### config.mk
export PLATFORM = sky130hd
export DESIGN_NAME = adc_ctrl
export DESIGN_NICKNAME = d
export VERILOG_FILES = /design/src/common/adc_ctrl_pkg.sv /design/src/logic/adc_ctrl.sv /design/src/logic/result_store.sv
export SDC_FILE = /design/constraint.sdc
export NUM_CORES = 1
export LEC_CHECK = 0
export ABC_AREA = 1
export BUFFER_PORTS_ARGS = -buffer_cell sky130_fd_sc_hd__buf_2
export CAP_MARGIN = 5
export CORE_UTILIZATION = 45
export CTS_BUF_LIST = sky130_fd_sc_hd__clkbuf_4 sky130_fd_sc_hd__clkbuf_8
export CTS_CLUSTER_SIZE = 28
export DETAILED_ROUTE_END_ITERATION = 10
export SYNTH_ARGS = -nofsm -noshare
export SYNTH_HDL_FRONTEND = slang
export SYNTH_SLANG_ARGS = --single-unit
### constraint.sdc
create_clock -name pclk -period 6.75 [get_ports pclk]
set_clock_uncertainty 0.05 [all_clocks]
set_input_delay 0.675 -clock pclk [delete_from_list [all_inputs] [get_ports pclk]]
set_output_delay 0.675 -clock pclk [all_outputs]
set_load 0.05 [all_outputs]
### src/common/adc_ctrl_pkg.sv
package adc_ctrl_pkg;

    // ==========================================================
    // Register offsets
    localparam logic [7:0] OFF_START = 8'h00;
    localparam logic [7:0] OFF_POWER = 8'h04;
    localparam logic [7:0] OFF_REPEAT = 8'h08;
    localparam logic [7:0] OFF_SCAN = 8'h0c;
    localparam logic [7:0] OFF_STATUS = 8'h10;
    localparam logic [7:0] OFF_SOFT_RESET = 8'h14;
    localparam logic [7:0] OFF_CLOCK = 8'h18;
    localparam logic [7:0] OFF_DMA = 8'h1c;
    localparam logic [7:0] OFF_IRQ_STATUS = 8'h20;
    localparam logic [7:0] OFF_IRQ_CLEAR = 8'h24;
    localparam logic [7:0] OFF_IRQ_ENABLE = 8'h28;
    localparam logic [7:0] OFF_PRIORITY_RESULT = 8'h30;
    localparam logic [7:0] OFF_RESULT_BASE = 8'h40;

    // ==========================================================
    // Field positions
    localparam int START_NORMAL_BIT = 0;
    localparam int START_PRIORITY_BIT = 1;
    localparam int REPEAT_BIT = 0;
    localparam int SCAN_BIT = 1;
    localparam int ITM_LSB = 2;
    localparam int FIX_CH_LSB = 8;
    localparam int HP_CH_LSB = 12;
    localparam int CLK_SEL_LSB = 0;
    localparam int SH_LSB = 8;
    localparam int ST_EOCF_BIT = 0;
    localparam int ST_HPEOCF_BIT = 1;
    localparam int ST_BUSY_BIT = 2;
    localparam int ST_HP_PEND_BIT = 3;
    localparam int IRQ_NORMAL_BIT = 0;
    localparam int IRQ_PRIORITY_BIT = 1;
    localparam int IRQ_REFUSED_BIT = 2;
    localparam int IRQ_BITS = 3;

    // ==========================================================
    // Reset values and codes
    localparam logic [2:0] CLK_SEL_RESET = 3'h0;
    localparam logic [6:0] SH_RESET = 7'h0a;
    localparam logic [3:0] SCAN_RANGE_RESET = 4'hc;
    localparam logic [1:0] SOFT_RESET_ARM = 2'h2;
    localparam logic [1:0] SOFT_RESET_FIRE = 2'h1;
    localparam logic [6:0] SH_MIN = 7'h0a;
    localparam logic [6:0] SH_MAX = 7'h50;
    localparam int NUM_CHANNELS = 12;
    localparam int DMA_DELAY = 2;

    typedef enum logic [1:0] {ST_IDLE, ST_SAMPLE, ST_CONVERT} conv_state_t;

endpackage

### src/logic/adc_ctrl.sv
// Our own choices: the APB register port and the register addresses.
`timescale 1ns/1ps
module adc_ctrl #(
    parameter int DATA_WIDTH = 12
) (
    input wire logic pclk,
    input wire logic presetn,
    input wire logic psel,
    input wire logic penable,
    input wire logic pwrite,
    input wire logic [7:0] paddr,
    input wire logic [31:0] pwdata,
    output logic [31:0] prdata,
    output logic pready,
    output logic pslverr,
    output logic [3:0] analog_channel,
    output logic sample_en,
    output logic conv_req,
    input wire logic conv_valid,
    input wire logic [DATA_WIDTH-1:0] conv_data,
    output logic reference_enable,
    output logic normal_done_irq,
    output logic priority_done_irq,
    output logic dma_req,
    output logic irq
);

    initial begin
        if (DATA_WIDTH < 1 || DATA_WIDTH > 32) begin
            $error("adc_ctrl data width must be 1 to 32");
        end
    end

    localparam logic [3:0] LAST_CH = 4'(adc_ctrl_pkg::NUM_CHANNELS - 1);
    localparam logic [3:0] HP_SLOT = 4'(adc_ctrl_pkg::NUM_CHANNELS);

    // ==========================================================
    // APB access phase: one wait state on every transfer
    logic ack_reg;
    logic access;
    logic done_xfer;
    logic wr_xfer;
    logic rd_xfer;
    logic mapped;
    logic [31:0] rd_mux;

    assign access = psel && penable;
    assign done_xfer = access && ack_reg;
    assign wr_xfer = done_xfer && pwrite;
    assign rd_xfer = done_xfer && !pwrite;
    assign pready = done_xfer;
    assign pslverr = done_xfer && !mapped;

    always_ff @(posedge pclk or negedge presetn) begin
        if (!presetn) begin
            ack_reg <= 1'b0;
        end else begin
            ack_reg <= access && !ack_reg;
        end
    end

    // ==========================================================
    // Configuration registers
    logic ref_en_reg;
    logic repeat_reg;
    logic scan_reg;
    logic [2:0] itm_reg;
    logic [3:0] fix_ch_reg;
    logic [3:0] hp_ch_reg;
    logic [3:0] scan_range_reg;
    logic [2:0] clk_sel_reg;
    logic [6:0] sh_reg;
    logic dma_en_reg;
    logic [adc_ctrl_pkg::IRQ_BITS-1:0] irq_en_reg;

    always_ff @(posedge pclk or negedge presetn) begin
        if (!presetn) begin
            ref_en_reg <= 1'b0;
            repeat_reg <= 1'b0;
            scan_reg <= 1'b0;
            itm_reg <= 3'h0;
            fix_ch_reg <= 4'h0;
            hp_ch_reg <= 4'h0;
            scan_range_reg <= adc_ctrl_pkg::SCAN_RANGE_RESET;
            clk_sel_reg <= adc_ctrl_pkg::CLK_SEL_RESET;
            sh_reg <= adc_ctrl_pkg::SH_RESET;
            dma_en_reg <= 1'b0;
            irq_en_reg <= '0;
        end else if (wr_xfer) begin
            unique case (paddr)
                adc_ctrl_pkg::OFF_POWER: ref_en_reg <= pwdata[0];
                adc_ctrl_pkg::OFF_REPEAT: begin
                    repeat_reg <= pwdata[adc_ctrl_pkg::REPEAT_BIT];
                    scan_reg <= pwdata[adc_ctrl_pkg::SCAN_BIT];
                    itm_reg <= pwdata[adc_ctrl_pkg::ITM_LSB +: 3];
                    fix_ch_reg <= pwdata[adc_ctrl_pkg::FIX_CH_LSB +: 4];
                    hp_ch_reg <= pwdata[adc_ctrl_pkg::HP_CH_LSB +: 4];
                end
                adc_ctrl_pkg::OFF_SCAN: scan_range_reg <= pwdata[3:0];
                adc_ctrl_pkg::OFF_CLOCK: begin
                    clk_sel_reg <= pwdata[adc_ctrl_pkg::CLK_SEL_LSB +: 3];
                    sh_reg <= pwdata[adc_ctrl_pkg::SH_LSB +: 7];
                end
                adc_ctrl_pkg::OFF_DMA: dma_en_reg <= pwdata[0];
                adc_ctrl_pkg::OFF_IRQ_ENABLE: irq_en_reg <= pwdata[adc_ctrl_pkg::IRQ_BITS-1:0];
                default: ;
            endcase
        end
    end

    assign reference_enable = ref_en_reg;

    // ==========================================================
    // Soft reset: an ordered pair of writes, any other soft reset write disarms
    logic armed_reg;
    logic soft_rst;

    assign soft_rst = wr_xfer && paddr == adc_ctrl_pkg::OFF_SOFT_RESET
        && pwdata[1:0] == adc_ctrl_pkg::SOFT_RESET_FIRE && armed_reg;

    always_ff @(posedge pclk or negedge presetn) begin
        if (!presetn) begin
            armed_reg <= 1'b0;
        end else if (wr_xfer && paddr == adc_ctrl_pkg::OFF_SOFT_RESET) begin
            armed_reg <= pwdata[1:0] == adc_ctrl_pkg::SOFT_RESET_ARM;
        end
    end

    // ==========================================================
    // Converter clock tick: divide by 2*code, code 0 runs at pclk
    logic [3:0] div_cnt_reg;
    logic [3:0] div_last;
    logic tick;

    assign div_last = (clk_sel_reg == 3'h0) ? 4'h0 : 4'({clk_sel_reg, 1'b0} - 4'h1);
    assign tick = div_cnt_reg >= div_last;

    always_ff @(posedge pclk or negedge presetn) begin
        if (!presetn) begin
            div_cnt_reg <= 4'h0;
        end else begin
            div_cnt_reg <= tick ? 4'h0 : div_cnt_reg + 4'h1;
        end
    end

    // Out-of-range sample-hold settings saturate at the legal limits
    logic [6:0] sh_eff;
    assign sh_eff = (sh_reg < adc_ctrl_pkg::SH_MIN) ? adc_ctrl_pkg::SH_MIN :
        (sh_reg > adc_ctrl_pkg::SH_MAX) ? adc_ctrl_pkg::SH_MAX : sh_reg;

    // ==========================================================
    // Conversion sequencer
    adc_ctrl_pkg::conv_state_t state_reg;
    logic busy_reg;
    logic hp_pend_reg;
    logic hp_act_reg;
    logic [3:0] ch_reg;
    logic [3:0] slot_reg;
    logic [2:0] rep_cnt_reg;
    logic [6:0] sh_cnt_reg;
    logic range_ok;
    logic [3:0] scan_first;
    logic start_wr;
    logic hp_start_wr;
    logic start_ok;
    logic refused_ev;
    logic end_conv;
    logic norm_done_ev;
    logic hp_done_ev;
    logic seq_last;
    logic norm_go_on;

    assign range_ok = scan_range_reg != 4'h0 && scan_range_reg <= LAST_CH + 4'h1;
    assign scan_first = 4'(LAST_CH + 4'h1 - scan_range_reg);
    assign start_wr = wr_xfer && paddr == adc_ctrl_pkg::OFF_START && pwdata[adc_ctrl_pkg::START_NORMAL_BIT];
    assign hp_start_wr = wr_xfer && paddr == adc_ctrl_pkg::OFF_START && pwdata[adc_ctrl_pkg::START_PRIORITY_BIT];
    assign start_ok = start_wr && !busy_reg && !soft_rst && (!scan_reg || range_ok);
    assign refused_ev = start_wr && !busy_reg && scan_reg && !range_ok;
    assign end_conv = state_reg == adc_ctrl_pkg::ST_CONVERT && conv_valid;

    // Sequence end and interrupt boundary for the current normal conversion
    always_comb begin
        seq_last = 1'b0;
        norm_done_ev = 1'b0;
        if (end_conv && !hp_act_reg) begin
            if (scan_reg) begin
                norm_done_ev = ch_reg == LAST_CH;
                seq_last = norm_done_ev && !(repeat_reg && range_ok);
            end else if (repeat_reg) begin
                norm_done_ev = rep_cnt_reg == itm_reg;
            end else begin
                norm_done_ev = 1'b1;
                seq_last = 1'b1;
            end
        end
    end

    // Single repeat stops after the conversion in flight once repeat is cleared, scan repeat after the last channel
    assign norm_go_on = busy_reg && !seq_last && (scan_reg || repeat_reg || hp_act_reg);
    assign hp_done_ev = end_conv && hp_act_reg;

    always_ff @(posedge pclk or negedge presetn) begin
        if (!presetn) begin
            state_reg <= adc_ctrl_pkg::ST_IDLE;
            busy_reg <= 1'b0;
            hp_pend_reg <= 1'b0;
            hp_act_reg <= 1'b0;
            ch_reg <= 4'h0;
            slot_reg <= 4'h0;
            rep_cnt_reg <= 3'h0;
            sh_cnt_reg <= 7'h0;
        end else if (soft_rst) begin
            state_reg <= adc_ctrl_pkg::ST_IDLE;
            busy_reg <= 1'b0;
            hp_pend_reg <= 1'b0;
            hp_act_reg <= 1'b0;
            rep_cnt_reg <= 3'h0;
            sh_cnt_reg <= 7'h0;
        end else begin
            if (hp_start_wr) begin
                hp_pend_reg <= 1'b1;
            end
            if (start_ok) begin
                busy_reg <= 1'b1;
                rep_cnt_reg <= 3'h0;
                ch_reg <= scan_reg ? scan_first : fix_ch_reg;
                slot_reg <= scan_reg ? scan_first : (repeat_reg ? 4'h0 : fix_ch_reg);
            end
            unique case (state_reg)
                adc_ctrl_pkg::ST_IDLE: begin
                    sh_cnt_reg <= 7'h0;
                    if (hp_pend_reg || hp_start_wr) begin
                        hp_pend_reg <= 1'b0;
                        hp_act_reg <= 1'b1;
                        state_reg <= adc_ctrl_pkg::ST_SAMPLE;
                    end else if (busy_reg || start_ok) begin
                        state_reg <= adc_ctrl_pkg::ST_SAMPLE;
                    end
                end
                adc_ctrl_pkg::ST_SAMPLE: begin
                    if (tick) begin
                        if (sh_cnt_reg == sh_eff - 7'h1) begin
                            sh_cnt_reg <= 7'h0;
                            state_reg <= adc_ctrl_pkg::ST_CONVERT;
                        end else begin
                            sh_cnt_reg <= sh_cnt_reg + 7'h1;
                        end
                    end
                end
                adc_ctrl_pkg::ST_CONVERT: begin
                    if (end_conv) begin
                        hp_act_reg <= 1'b0;
                        if (!hp_act_reg) begin
                            if (scan_reg) begin
                                ch_reg <= (ch_reg == LAST_CH) ? scan_first : ch_reg + 4'h1;
                                slot_reg <= (ch_reg == LAST_CH) ? scan_first : ch_reg + 4'h1;
                            end else if (repeat_reg) begin
                                rep_cnt_reg <= norm_done_ev ? 3'h0 : rep_cnt_reg + 3'h1;
                                slot_reg <= norm_done_ev ? 4'h0 : {1'b0, rep_cnt_reg + 3'h1};
                            end
                            busy_reg <= norm_go_on;
                        end
                        if (hp_pend_reg) begin
                            hp_pend_reg <= 1'b0;
                            hp_act_reg <= 1'b1;
                            state_reg <= adc_ctrl_pkg::ST_SAMPLE;
                        end else if (hp_act_reg ? busy_reg : norm_go_on) begin
                            state_reg <= adc_ctrl_pkg::ST_SAMPLE;
                        end else begin
                            state_reg <= adc_ctrl_pkg::ST_IDLE;
                        end
                    end
                end
            endcase
        end
    end

    // Priority requests convert their own channel into a separate slot
    assign analog_channel = hp_act_reg ? hp_ch_reg : ch_reg;
    assign sample_en = state_reg == adc_ctrl_pkg::ST_SAMPLE;

    always_ff @(posedge pclk or negedge presetn) begin
        if (!presetn) begin
            conv_req <= 1'b0;
        end else begin
            conv_req <= sample_en && tick && sh_cnt_reg == sh_eff - 7'h1 && !soft_rst;
        end
    end

    // ==========================================================
    // Result storage
    logic [DATA_WIDTH-1:0] rd_data;
    logic [3:0] rd_idx;

    assign rd_idx = (paddr == adc_ctrl_pkg::OFF_PRIORITY_RESULT) ? HP_SLOT :
        4'((paddr - adc_ctrl_pkg::OFF_RESULT_BASE) >> 2);

    result_store #(
        .WIDTH(DATA_WIDTH),
        .DEPTH(adc_ctrl_pkg::NUM_CHANNELS + 1)
    ) u_store (
        .pclk(pclk),
        .presetn(presetn),
        .wr_en(end_conv),
        .wr_idx(hp_act_reg ? HP_SLOT : slot_reg),
        .wr_data(conv_data),
        .rd_idx(rd_idx),
        .rd_data(rd_data)
    );

    // ==========================================================
    // Done flags, interrupts and DMA
    logic eocf_reg;
    logic hpeocf_reg;
    logic [adc_ctrl_pkg::IRQ_BITS-1:0] irq_stat_reg;
    logic [adc_ctrl_pkg::IRQ_BITS-1:0] irq_set;
    logic [adc_ctrl_pkg::IRQ_BITS-1:0] irq_clr;
    logic [adc_ctrl_pkg::DMA_DELAY-1:0] dma_pipe_reg;
    logic status_rd;

    assign status_rd = rd_xfer && paddr == adc_ctrl_pkg::OFF_STATUS;
    assign irq_set = {refused_ev, hp_done_ev, norm_done_ev};
    assign irq_clr = (wr_xfer && paddr == adc_ctrl_pkg::OFF_IRQ_CLEAR) ? pwdata[adc_ctrl_pkg::IRQ_BITS-1:0] : '0;

    // A new event in the read cycle survives the clear
    always_ff @(posedge pclk or negedge presetn) begin
        if (!presetn) begin
            eocf_reg <= 1'b0;
            hpeocf_reg <= 1'b0;
        end else begin
            eocf_reg <= norm_done_ev || (eocf_reg && !status_rd);
            hpeocf_reg <= hp_done_ev || (hpeocf_reg && !status_rd);
        end
    end

    always_ff @(posedge pclk or negedge presetn) begin
        if (!presetn) begin
            irq_stat_reg <= '0;
        end else begin
            irq_stat_reg <= irq_set | (irq_stat_reg & ~irq_clr);
        end
    end

    assign irq = |(irq_stat_reg & irq_en_reg);

    always_ff @(posedge pclk or negedge presetn) begin
        if (!presetn) begin
            normal_done_irq <= 1'b0;
            priority_done_irq <= 1'b0;
            dma_pipe_reg <= '0;
        end else begin
            normal_done_irq <= norm_done_ev;
            priority_done_irq <= hp_done_ev;
            // Interrupt pulse appears one clock after the event, request one more later
            dma_pipe_reg <= {dma_pipe_reg[adc_ctrl_pkg::DMA_DELAY-2:0],
                dma_en_reg && (norm_done_ev || hp_done_ev)};
        end
    end

    assign dma_req = dma_pipe_reg[adc_ctrl_pkg::DMA_DELAY-1];

    // ==========================================================
    // Read mux, latched in the first access cycle
    logic [31:0] prdata_reg;

    always_comb begin
        rd_mux = 32'h0;
        mapped = 1'b1;
        unique case (paddr)
            adc_ctrl_pkg::OFF_START: rd_mux[adc_ctrl_pkg::START_NORMAL_BIT] = busy_reg;
            adc_ctrl_pkg::OFF_POWER: rd_mux[0] = ref_en_reg;
            adc_ctrl_pkg::OFF_REPEAT: begin
                rd_mux[adc_ctrl_pkg::REPEAT_BIT] = repeat_reg;
                rd_mux[adc_ctrl_pkg::SCAN_BIT] = scan_reg;
                rd_mux[adc_ctrl_pkg::ITM_LSB +: 3] = itm_reg;
                rd_mux[adc_ctrl_pkg::FIX_CH_LSB +: 4] = fix_ch_reg;
                rd_mux[adc_ctrl_pkg::HP_CH_LSB +: 4] = hp_ch_reg;
            end
            adc_ctrl_pkg::OFF_SCAN: rd_mux[3:0] = scan_range_reg;
            adc_ctrl_pkg::OFF_STATUS: begin
                rd_mux[adc_ctrl_pkg::ST_EOCF_BIT] = eocf_reg;
                rd_mux[adc_ctrl_pkg::ST_HPEOCF_BIT] = hpeocf_reg;
                rd_mux[adc_ctrl_pkg::ST_BUSY_BIT] = busy_reg;
                rd_mux[adc_ctrl_pkg::ST_HP_PEND_BIT] = hp_pend_reg || hp_act_reg;
            end
            adc_ctrl_pkg::OFF_SOFT_RESET: rd_mux[0] = armed_reg;
            adc_ctrl_pkg::OFF_CLOCK: begin
                rd_mux[adc_ctrl_pkg::CLK_SEL_LSB +: 3] = clk_sel_reg;
                rd_mux[adc_ctrl_pkg::SH_LSB +: 7] = sh_reg;
            end
            adc_ctrl_pkg::OFF_DMA: rd_mux[0] = dma_en_reg;
            adc_ctrl_pkg::OFF_IRQ_STATUS: rd_mux[adc_ctrl_pkg::IRQ_BITS-1:0] = irq_stat_reg;
            adc_ctrl_pkg::OFF_IRQ_CLEAR: ;
            adc_ctrl_pkg::OFF_IRQ_ENABLE: rd_mux[adc_ctrl_pkg::IRQ_BITS-1:0] = irq_en_reg;
            adc_ctrl_pkg::OFF_PRIORITY_RESULT: rd_mux[DATA_WIDTH-1:0] = rd_data;
            default: begin
                if (paddr >= adc_ctrl_pkg::OFF_RESULT_BASE && paddr[1:0] == 2'h0
                    && rd_idx < HP_SLOT) begin
                    rd_mux[DATA_WIDTH-1:0] = rd_data;
                end else begin
                    mapped = 1'b0;
                end
            end
        endcase
    end

    always_ff @(posedge pclk or negedge presetn) begin
        if (!presetn) begin
            prdata_reg <= 32'h0;
        end else if (access && !ack_reg && !pwrite) begin
            prdata_reg <= rd_mux;
        end
    end

    assign prdata = prdata_reg;

endmodule

### src/logic/result_store.sv
`timescale 1ns/1ps
module result_store #(
    parameter int WIDTH = 12,
    parameter int DEPTH = 13
) (
    input wire logic pclk,
    input wire logic presetn,
    input wire logic wr_en,
    input wire logic [3:0] wr_idx,
    input wire logic [WIDTH-1:0] wr_data,
    input wire logic [3:0] rd_idx,
    output logic [WIDTH-1:0] rd_data
);

    initial begin
        if (DEPTH > 16 || DEPTH < 1) begin
            $error("result_store depth must be 1 to 16");
        end
    end

    logic [WIDTH-1:0] mem [DEPTH];

    always_ff @(posedge pclk) begin
        if (wr_en && int'(wr_idx) < DEPTH) begin
            mem[wr_idx] <= wr_data;
        end
    end

    // Registered read keeps prdata glitch free
    always_ff @(posedge pclk or negedge presetn) begin
        if (!presetn) begin
            rd_data <= '0;
        end else if (int'(rd_idx) < DEPTH) begin
            rd_data <= mem[rd_idx];
        end else begin
            rd_data <= '0;
        end
    end

endmodule

# Word level (Yosys, flattened, before mapping)
# Memory sizes are Yosys's and may differ from the RTL's.
# Index checks and enable logic that the tools add are counted.
dict set report word_totals {
  reg_bits 99
  ramBits 156
  inputBits 58
  out_inout_bits 45
  word_cells 237
  memories 1
}
dict set report op_classes {
  n_addsub 8
  magnitude_cmp 8
  n_eq_ne 23
  muxes 82
  n_bitwise 4
  n_reduce_logical 80
}
# memory words word_bits rd rd_clocked_by_memory_dff write_ports line
set mem_list {}
lappend mem_list {u_store.mem 13 12 1 0 1 result_store.sv:21} ;# logic [WIDTH-1:0] mem [DEPTH];
# op n
set op_table {}
lappend op_table {{$mux W4} 20}
lappend op_table {{$logic_and A1 B1 Y1} 37}
lappend op_table {{$mux W7} 5}
lappend op_table {{$eq A8 B5 Y1 const B} 4}
lappend op_table {{$eq A8 B6 Y1 const B} 4}
lappend op_table {{$mux W3} 10}
lappend op_table {{$mux W1} 28}
lappend op_table {{$mux W12} 2}
lappend op_table {{$eq A8 B4 Y1 const B} 2}
lappend op_table {{$pmux W2 S8} 1}
lappend op_table {{$pmux W4 S4} 1}
lappend op_table {{$pmux W7 S2} 1}
lappend op_table {{$reduce_and A2 Y1} 7}
lappend op_table {{$lt A4 B4 Y1 const B} 3}
lappend op_table {{$mux W2} 6}
lappend op_table {{$pmux W1 S12} 1}
lappend op_table {{$pmux W3 S2} 2}
lappend op_table {{$reduce_or A12 Y1} 1}
lappend op_table {{$logic_not A1 Y1} 11}
lappend op_table {{$reduce_or A11 Y1} 1}
lappend op_table {{$reduce_or A10 Y1} 1}
lappend op_table {{$logic_or A1 B1 Y1} 9}
lappend op_table {{$reduce_or A9 Y1} 1}
lappend op_table {{$add A4 B1 Y4 const B} 2}
lappend op_table {{37 further kinds} 45}

# Depth between registers and ports, before layout
# Gate-level depths: netlist of the first run.
dict set report depth {
  ltp_word 16
  mapped_depth 17
  ltp_nobuf 17
}

# Cells and area by module
# From an unflattened synthesis of the first run, not the netlist that was laid out.
dict set report hier_totals {
  cells_unflattened 1287
  hier_area_um2 12115.4
}
# mod n_inst cells_each area_each_um2 seq_area_each_um2
set modules_own_cells {}
lappend modules_own_cells {result_store 1 583 6896.6 4984.8}
lappend modules_own_cells {adc_ctrl 1 704 5218.8 2182.1}

# Worst setup path after synthesis of the first run
# No wires, ideal clock.
dict set report synth_timing {
  kind {input -> output}
  from {input paddr[2]}
  to {output pslverr}
  arrival_time_ps 3146
  t_required_ps 6025
  path_slack_ps 2879
  stages 10
  path_buffers 2
  cell_sequence {buf_4 > inv_1 > nand2_2 > nor2_1 > nand2_1 > inv_1 > buf_2 > nor3_1 > nand3_1 > nor4_1}
}
dict set report synth_via {
  elab_chain_len 8
  word_cells_on_any_way 23
  cone_classes {add/sub (1); order compare (2); eq/ne (11); mux (3); reduce/logical (6)}
}
# element line
set synth_lines {}
lappend synth_lines {{start, declared} adc_ctrl.sv:11} ;# input wire logic [7:0] paddr,
lappend synth_lines {{$sub A6 B1 Y6 / $eq A8 B6 Y1 (equally long branches)} {adc_ctrl.sv:296, adc_ctrl.sv:295, adc_ctrl.sv:369}}
lappend synth_lines {{$mux W4} adc_ctrl.sv:295} ;# assign rd_idx = (paddr == adc_ctrl_pkg::OFF_PRIORITY_RESULT) ? HP_SLOT :
lappend synth_lines {{$lt A4 B4 Y1} adc_ctrl.sv:398} ;# && rd_idx < HP_SLOT) begin
lappend synth_lines {{$logic_and A1 B1 Y1} adc_ctrl.sv:398}
lappend synth_lines {{$mux W1} adc_ctrl.sv:397} ;# if (paddr >= adc_ctrl_pkg::OFF_RESULT_BASE && paddr[1:0] == 2'h0
lappend synth_lines {{$mux W1 *} adc_ctrl.sv:369} ;# unique case (paddr)
lappend synth_lines {{$logic_not A1 Y1 *} adc_ctrl.sv:52} ;# assign pslverr = done_xfer && !mapped;
lappend synth_lines {{$logic_and A1 B1 Y1 *} adc_ctrl.sv:52}
lappend synth_lines {{end, declared} adc_ctrl.sv:15} ;# output logic pslverr,
# Mark *: on every way between the ends. The rest lies on a longest branch, timed or not.

# Worst setup path after layout of the first run
# Same ends and word-level chain as after synthesis.

==> out/results.tsv, run 1 <==
stage	metric	value	unit
run_status	outcome	completed	
grt	globalRouteTotalUtil	22.3	%
setup_path	arrival	2890	ps
drt	num_vias	7980	
power	p_leak	5.24	nW
clock_tree	cts.path.max_buffers	3	
sta	rsz0062_at_grt	no	
setup_path	worstSetupPathType	in -> out	
clock_tree	cts_buffers	43	
die	coreArea	24600	sq um
sta	setup_ws	3130	ps
cells_and_area	diodes	0	
synth	synthCells	1029	
die	rows	57	
setup_path	r2r_setup_slack	3800	ps
synth	synth_warnings	0	
setup_path	path_max_fanout	36	
die	die_h	161	microns
setup_path	regToRegEndpoint	u_store.mem[3][8]$_DFFE_PP_	
grt	grt_first_pass_wirelength	43900	microns
clock_tree	cts_hold_buf	0	
grt	antenna_found_initial	1	
die	die-area	26000	sq um
clock_tree	clockRootBuffer	clkbuf_8	
drt	routedWlPerCell	19.1	microns
drt	first_pass_iters	5	
sta	finalSetupTns	0	ps
setup_path	path_delay_family	buffers and inverters	
sta	finalMaxSlewViolations	0	
grt	grt-ovfl-total	0	
setup_path	cp_slowest_cell	inv_2	
sta	slew_headroom	32.3	%
synth	syn_area	11400	sq um
setup_path	critPathMaxStageDelay	600	ps
clock_tree	h-tree-depth	2	
setup_path	path_buf_inv	3	
die	ioPinCount	103	
setup_path	start_kind	input port	
synth	ys_ff_latch	255	
synth	synth.distinct_cells	55	
run	drv_cap	0	
setup_path	endpoint	pslverr	
power	power_density	279	nW/um^2
setup_path	cp-end-kind	primary output	
sta	timing.fmax	276	MHz
place	dpl.hpwl	18000	microns
clock_tree	cts-resized-gates	0	
drt	drtAntennaViolNets	0	
sta	tightest_slew	1010	ps
drt	viasPerCell	5.41	
grt	grt_pass1_vias	7833	
power	finalPower	3.61	mW
clock_tree	cts_tree	yes	
drt	drc	0	
cells_and_area	layout_common_cells	nand2_1 (171), edfxtp_1 (156), dfrtp_1 (95)	
worst_hold_path	hp-class	in -> async	
clock_tree	clock_sinks	255	
clock_tree	clock_latency	570	ps
setup_path	rr_worst_depth	6	
die	die_x	161	microns
sta	fin_crit	3620	ps
place	place_ws	3170	ps
setup_path	worstReg2RegStart	hp_act_reg$_DFFE_PN0P_	
sta	finalCritPeriodShare	53.6	%
sta	whs	88.7	ps
sta	finalSetupViolCount	0	
setup_path	cp.depth	10	
cells_and_area	syn_to_final_growth	13.3	%
cells_and_area	nNetsFinal	1190	
clock_tree	clkTransAtPathRegs	60	ps
cells_and_area	drive_gt1_share	19.0	%
synth	synth_area_per_cell	11.1	sq um
clock_tree	postCtsSetupBuffers	0	
synth	ys_seq_area_share	62.8	%
cells_and_area	final_common_cell	nand2_1	
grt	grt_max_degree	53	
place	io_buffers	67	
setup_path	path_cells	buf_2, nor2_8, inv_2, nor2_2, nand2_1, nand2_1, nor3_1, nand3_1, nor4_1, buf_2	
sta	hold_viol	0	
setup_path	required	6020	ps
setup_path	crit_start	paddr[2]	
cells_and_area	final_util	52.6	%
drt	wl	28200	microns
place	gp_congestion	0.875	
cells_and_area	largest_reg_flops	156	
power	peakVddDrop	0.189	mV
drt	first_iter_violations	529	
die	start_util	46.4	%
==> cell usage after synthesis (all sizes together) <==
cell type | instances | area [sq um]
nand2 | 187 | 776
edfxtp | 156 | 4680
inv | 107 | 407
dfrtp | 95 | 2380
nor2 | 86 | 440
o21ai | 74 | 374
nand3 | 57 | 295
a21oi | 39 | 210
o221ai | 34 | 298
o22a | 33 | 289
buf | 27 | 186
clkbuf | 20 | 75.1
a221oi | 12 | 105
ha | 12 | 150
a21o | 11 | 82.6
nor3 | 10 | 61.3
o22ai | 10 | 62.6
a31oi | 7 | 43.8
o211ai | 7 | 57.6
xnor2 | 6 | 52.6
xor2 | 6 | 52.6
a22oi | 4 | 30.0
dfstp | 4 | 105
nand4 | 4 | 40.0
a41oi | 3 | 26.3
nor4 | 3 | 18.8
a211oi | 2 | 15.0
a22o | 2 | 17.5
a32oi | 2 | 17.5
nand3b | 2 | 15.0
o31ai | 2 | 15.0
clkinv | 1 | 3.75
conb | 1 | 3.75
mux2 | 1 | 11.3
o21a | 1 | 7.51
or2 | 1 | 6.26
==> worst min-delay path by stage <==
stage                                   start                        end  slack, ps  depth (start not counted)
floorplan           dma_pipe_reg[0]$_DFF_PN0_  dma_pipe_reg[1]$_DFF_PN0_        280                          0
global placement    dma_pipe_reg[0]$_DFF_PN0_  dma_pipe_reg[1]$_DFF_PN0_        280                          0
detailed placement  dma_pipe_reg[0]$_DFF_PN0_  dma_pipe_reg[1]$_DFF_PN0_        300                          0
CTS                                   presetn  dma_pipe_reg[1]$_DFF_PN0_        100                          1
global route                          presetn  dma_pipe_reg[1]$_DFF_PN0_        130                          1
finish                                presetn  dma_pipe_reg[1]$_DFF_PN0_         90                          1
==> metrics by stage <==
step / area [sq um] / std cells
after floorplan: 11500 / 1044
after detailed placement: 12000 / 1399
after CTS: 12900 / 1476
after global placement: 12000 / 1399
final: 12900 / 1476
after global routing: 12900 / 1476
==> power breakdown <==
group,internal [mW],switching [mW],leakage (nW)
combinational,0.117,0.330,2.10
sequential,1.71,0.0542,2.67
clock,0.786,0.619,0.480
==> kinds of logic after synthesis <==
family	share of synthesized area, %
and+or+nand+nor	14.5
DFF	62.8
AOI/OAI and AO/OA	14.5
buffers and inverters	5.89
adders and majority gates	1.32
xor gates and xnor gates	0.921
other	0.0329
muxes	0.0987
==> cell type report <==
class	count	area, sq um
multi-input combinational	634	3650
clock buffer	71	833
sequential	255	7170
timing repair buffer	78	420
inverter	108	410
tap	324	405
fill	2244	11700
clock inverter	6	52.6
==> per-layer routing <==
| metal | share of wire, % | vias to the layer above | wire (microns) | track usage (%) |
|---|---|---|---|---|
| met4 | 3.2 | 2 | 905 | 8.58 |
| met2 | 47 | 250 | 13300 | 36.7 |
| met5 | 0.028 | - | 8 | 0 |
| li1 | - | 3818 | - | - |
| met3 | 5.3 | 72 | 1490 | 3.83 |
| met1 | 44 | 3838 | 12500 | 29.5 |
Note: power is estimated with default switching activity, not from simulation.
==> inputs of run 2 (changes only) <==
--- a/config.mk
+++ b/config.mk
@@ -12,6 +12,7 @@
 export CTS_BUF_LIST = sky130_fd_sc_hd__clkbuf_4 sky130_fd_sc_hd__clkbuf_8
 export CTS_CLUSTER_SIZE = 28
 export DETAILED_ROUTE_END_ITERATION = 10
+export PLACE_DENSITY = 0.66
 export SYNTH_ARGS = -nofsm -noshare
 export SYNTH_HDL_FRONTEND = slang
 export SYNTH_SLANG_ARGS = --single-unit
==> constraint.sdc (replaced) <==
create_clock -name pclk -period 3.2 [get_ports pclk]
set_clock_uncertainty 0.05 [all_clocks]
set_input_delay 0.32 -clock pclk [delete_from_list [all_inputs] [get_ports pclk]]
set_output_delay 0.32 -clock pclk [all_outputs]
set_load 0.05 [all_outputs]
==> out/results.tsv, run 2 (same netlist as run 1, synthesis figures left out) <==
stage	metric	value	unit	change
run_status	outcome	completed		unchanged
clock_tree	cts_buffers	42		was 43
drt	drc	0		unchanged
worst_hold_path	hp-class	in -> reg		was in -> async
drt	wl	27500	microns	was 28200 microns
place	place_ws	506	ps	was 3170 ps
clock_tree	clock_sinks	255		unchanged
sta	tightest_slew	793	ps	was 1010 ps
setup_path	worstSetupPathType	in -> out		unchanged
clock_tree	clkTransAtPathRegs	60	ps	about the same
place	placed_cell_area	12100	sq um	was 12000 sq um
drt	num_vias	8101		was 7980
cells_and_area	syn_to_final_growth	15.1	%	was 13.3%
worst_hold_path	worstHoldStart	pwdata[10]		
sta	finalSetupViolCount	0		unchanged
clock_tree	cts.path.max_buffers	3		unchanged
power	peakVddDrop	0.402	mV	was 0.189 mV
sta	finalMaxSlewViolations	0		unchanged
sta	rsz0062_at_grt	no		unchanged
sta	timing.fmax	363	MHz	
clock_tree	h-tree-depth	2		unchanged
place	io_buffers	67		unchanged
sta	hold_viol	0		unchanged
power	finalPower	7.70	mW	was 3.61 mW
drt	drtAntennaViolNets	0		unchanged
sta	fin_crit	2760	ps	
setup_path	r2r_setup_slack	690	ps	was 3800 ps
setup_path	start_kind	input port		unchanged
die	die_h	161	microns	unchanged
grt	grt_first_pass_wirelength	43500	microns	was 43900 microns
place	dpl.hpwl	17700	microns	was 18000 microns
setup_path	rr_worst_depth	14		was 6
cells_and_area	nNetsFinal	1212		was 1190
grt	globalRouteTotalUtil	21.6	%	was 22.3%
setup_path	required	2830	ps	was 6020 ps
grt	grt_pass1_vias	8024		was 7833
setup_path	path_max_fanout	11		was 36
grt	grt_max_degree	56		was 53
place	gp_congestion	0.941		was 0.875
cells_and_area	drive_gt1_share	18.4	%	was 19.0%
drt	routedWlPerCell	18.4	microns	was 19.1 microns
die	die_x	161	microns	unchanged
worst_hold_path	hold_depth	3		
setup_path	regToRegEndpoint	state_reg[0]$_DFFE_PN0P_		was u_store.mem[3][8]$_DFFE_PP_
sta	whs	22.9	ps	was 88.7 ps
die	coreArea	24600	sq um	unchanged
sta	slew_headroom	47.0	%	was 32.3%
die	rows	57		unchanged
setup_path	cp-end-kind	primary output		unchanged
grt	grt-ovfl-total	0		unchanged
drt	viasPerCell	5.43		was 5.41
die	die-area	26000	sq um	unchanged
power	power_density	586	nW/um^2	was 279 nW/um^2
clock_tree	clockRootBuffer	clkbuf_8		unchanged
clock_tree	cts_tree	yes		unchanged
drt	first_iter_violations	673		was 529
cells_and_area	final_common_cell	nand2_1		unchanged
setup_path	worstReg2RegStart	sh_reg[3]$_DFFE_PN1P_		was hp_act_reg$_DFFE_PN0P_
worst_hold_path	holdPathEnd	fix_ch_reg[2]$_DFFE_PN0P_		
die	start_util	46.4	%	unchanged
grt	antenna_found_initial	1		unchanged
sta	finalSetupTns	0	ps	unchanged
cells_and_area	largest_reg_flops	156		unchanged
clock_tree	postCtsSetupBuffers	0		unchanged
cells_and_area	diodes	0		unchanged
run	drv_cap	0		unchanged
drt	first_pass_iters	5		unchanged
power	p_leak	5.34	nW	was 5.24 nW
setup_path	arrival	2390	ps	was 2890 ps
sta	finalCritPeriodShare	86.2	%	
clock_tree	clock_latency	550	ps	was 570 ps
sta	setup_ws	442	ps	was 3130 ps
die	ioPinCount	103		unchanged
cells_and_area	final_area	13100	sq um	was 12900 sq um
cells_and_area	layout_common_cells	nand2_1 (171), edfxtp_1 (156), dfrtp_1 (95)		unchanged
==> run 2: cell count changes in the layout (fill, tap and decap cells not counted), sizes merged <==
cell,delta
clkbuf,-17
buf,+12
dlygate4sd3,+11
clkinv,+9
bufinv,+4
inv,-3
clkinvlp,+1
==> run 2: how the worst max path moves through the flow <==
stage | start | to | slack, ps | cells after the start
global route | paddr[2] | pslverr | 420 | 10
finish | paddr[2] | pslverr | 440 | 10
CTS | paddr[2] | pslverr | 500 | 10
global placement | paddr[2] | pslverr | 530 | 10
floorplan | paddr[2] | pslverr | 40 | 10
detailed placement | paddr[2] | pslverr | 510 | 10
==> run 2: report_power, final <==
part           total [mW]  switching, mW  leakage [nW]  internal (mW)
combinational       0.960          0.698          2.21          0.262
clock                3.03           1.29         0.463           1.74
sequential           3.71          0.106          2.67           3.61
total                7.70           2.10          5.34           5.60
==> run 2: through the flow <==
step / cells / util (%)
after floorplan: 1044 / -
after global placement: 1411 / 49.3
after detailed placement: 1411 / 49.3
after CTS: 1493 / 53.4
after global routing: 1493 / 53.4
final: 1493 / 53.4
==> run 2: final cells by class <==
cell class              instances  area, sq um
well taps                     324          405
fillers                      2110        11500
clock buffers                  54          687
clock inverters                17          204
flip-flops and latches        255         7170
repair buffers                101          633
multi-input cells             634         3630
inverters                     108          410
==> run 2: metal layers <==
metal | part of all wire [%] | GRT usage, % | wire (microns) | vias to the layer above
met5 | 0.029 | 0 | 8 | -
met2 | 50 | 37.3 | 13700 | 272
met1 | 43 | 27.8 | 11700 | 3909
met4 | 2.2 | 6.99 | 601 | 2
li1 | - | - | - | 3864
met3 | 5.4 | 3.52 | 1480 | 54
==> run 2: what timing repair did <==
action	in CTS	in global routing
hold buffers	11	0
endpoints found under the hold margin	55	0
gates resized for setup	0	0
==> run 2: worst max-delay path, cell delays in order <==
cell	delay (ps)
buf_2	250
inv_1	90
nand2_2	70
nor2_1	60
nand2_1	240
inv_1	290
nor3_1	240
nand3_1	100
nor4_1	370
buf_2	350
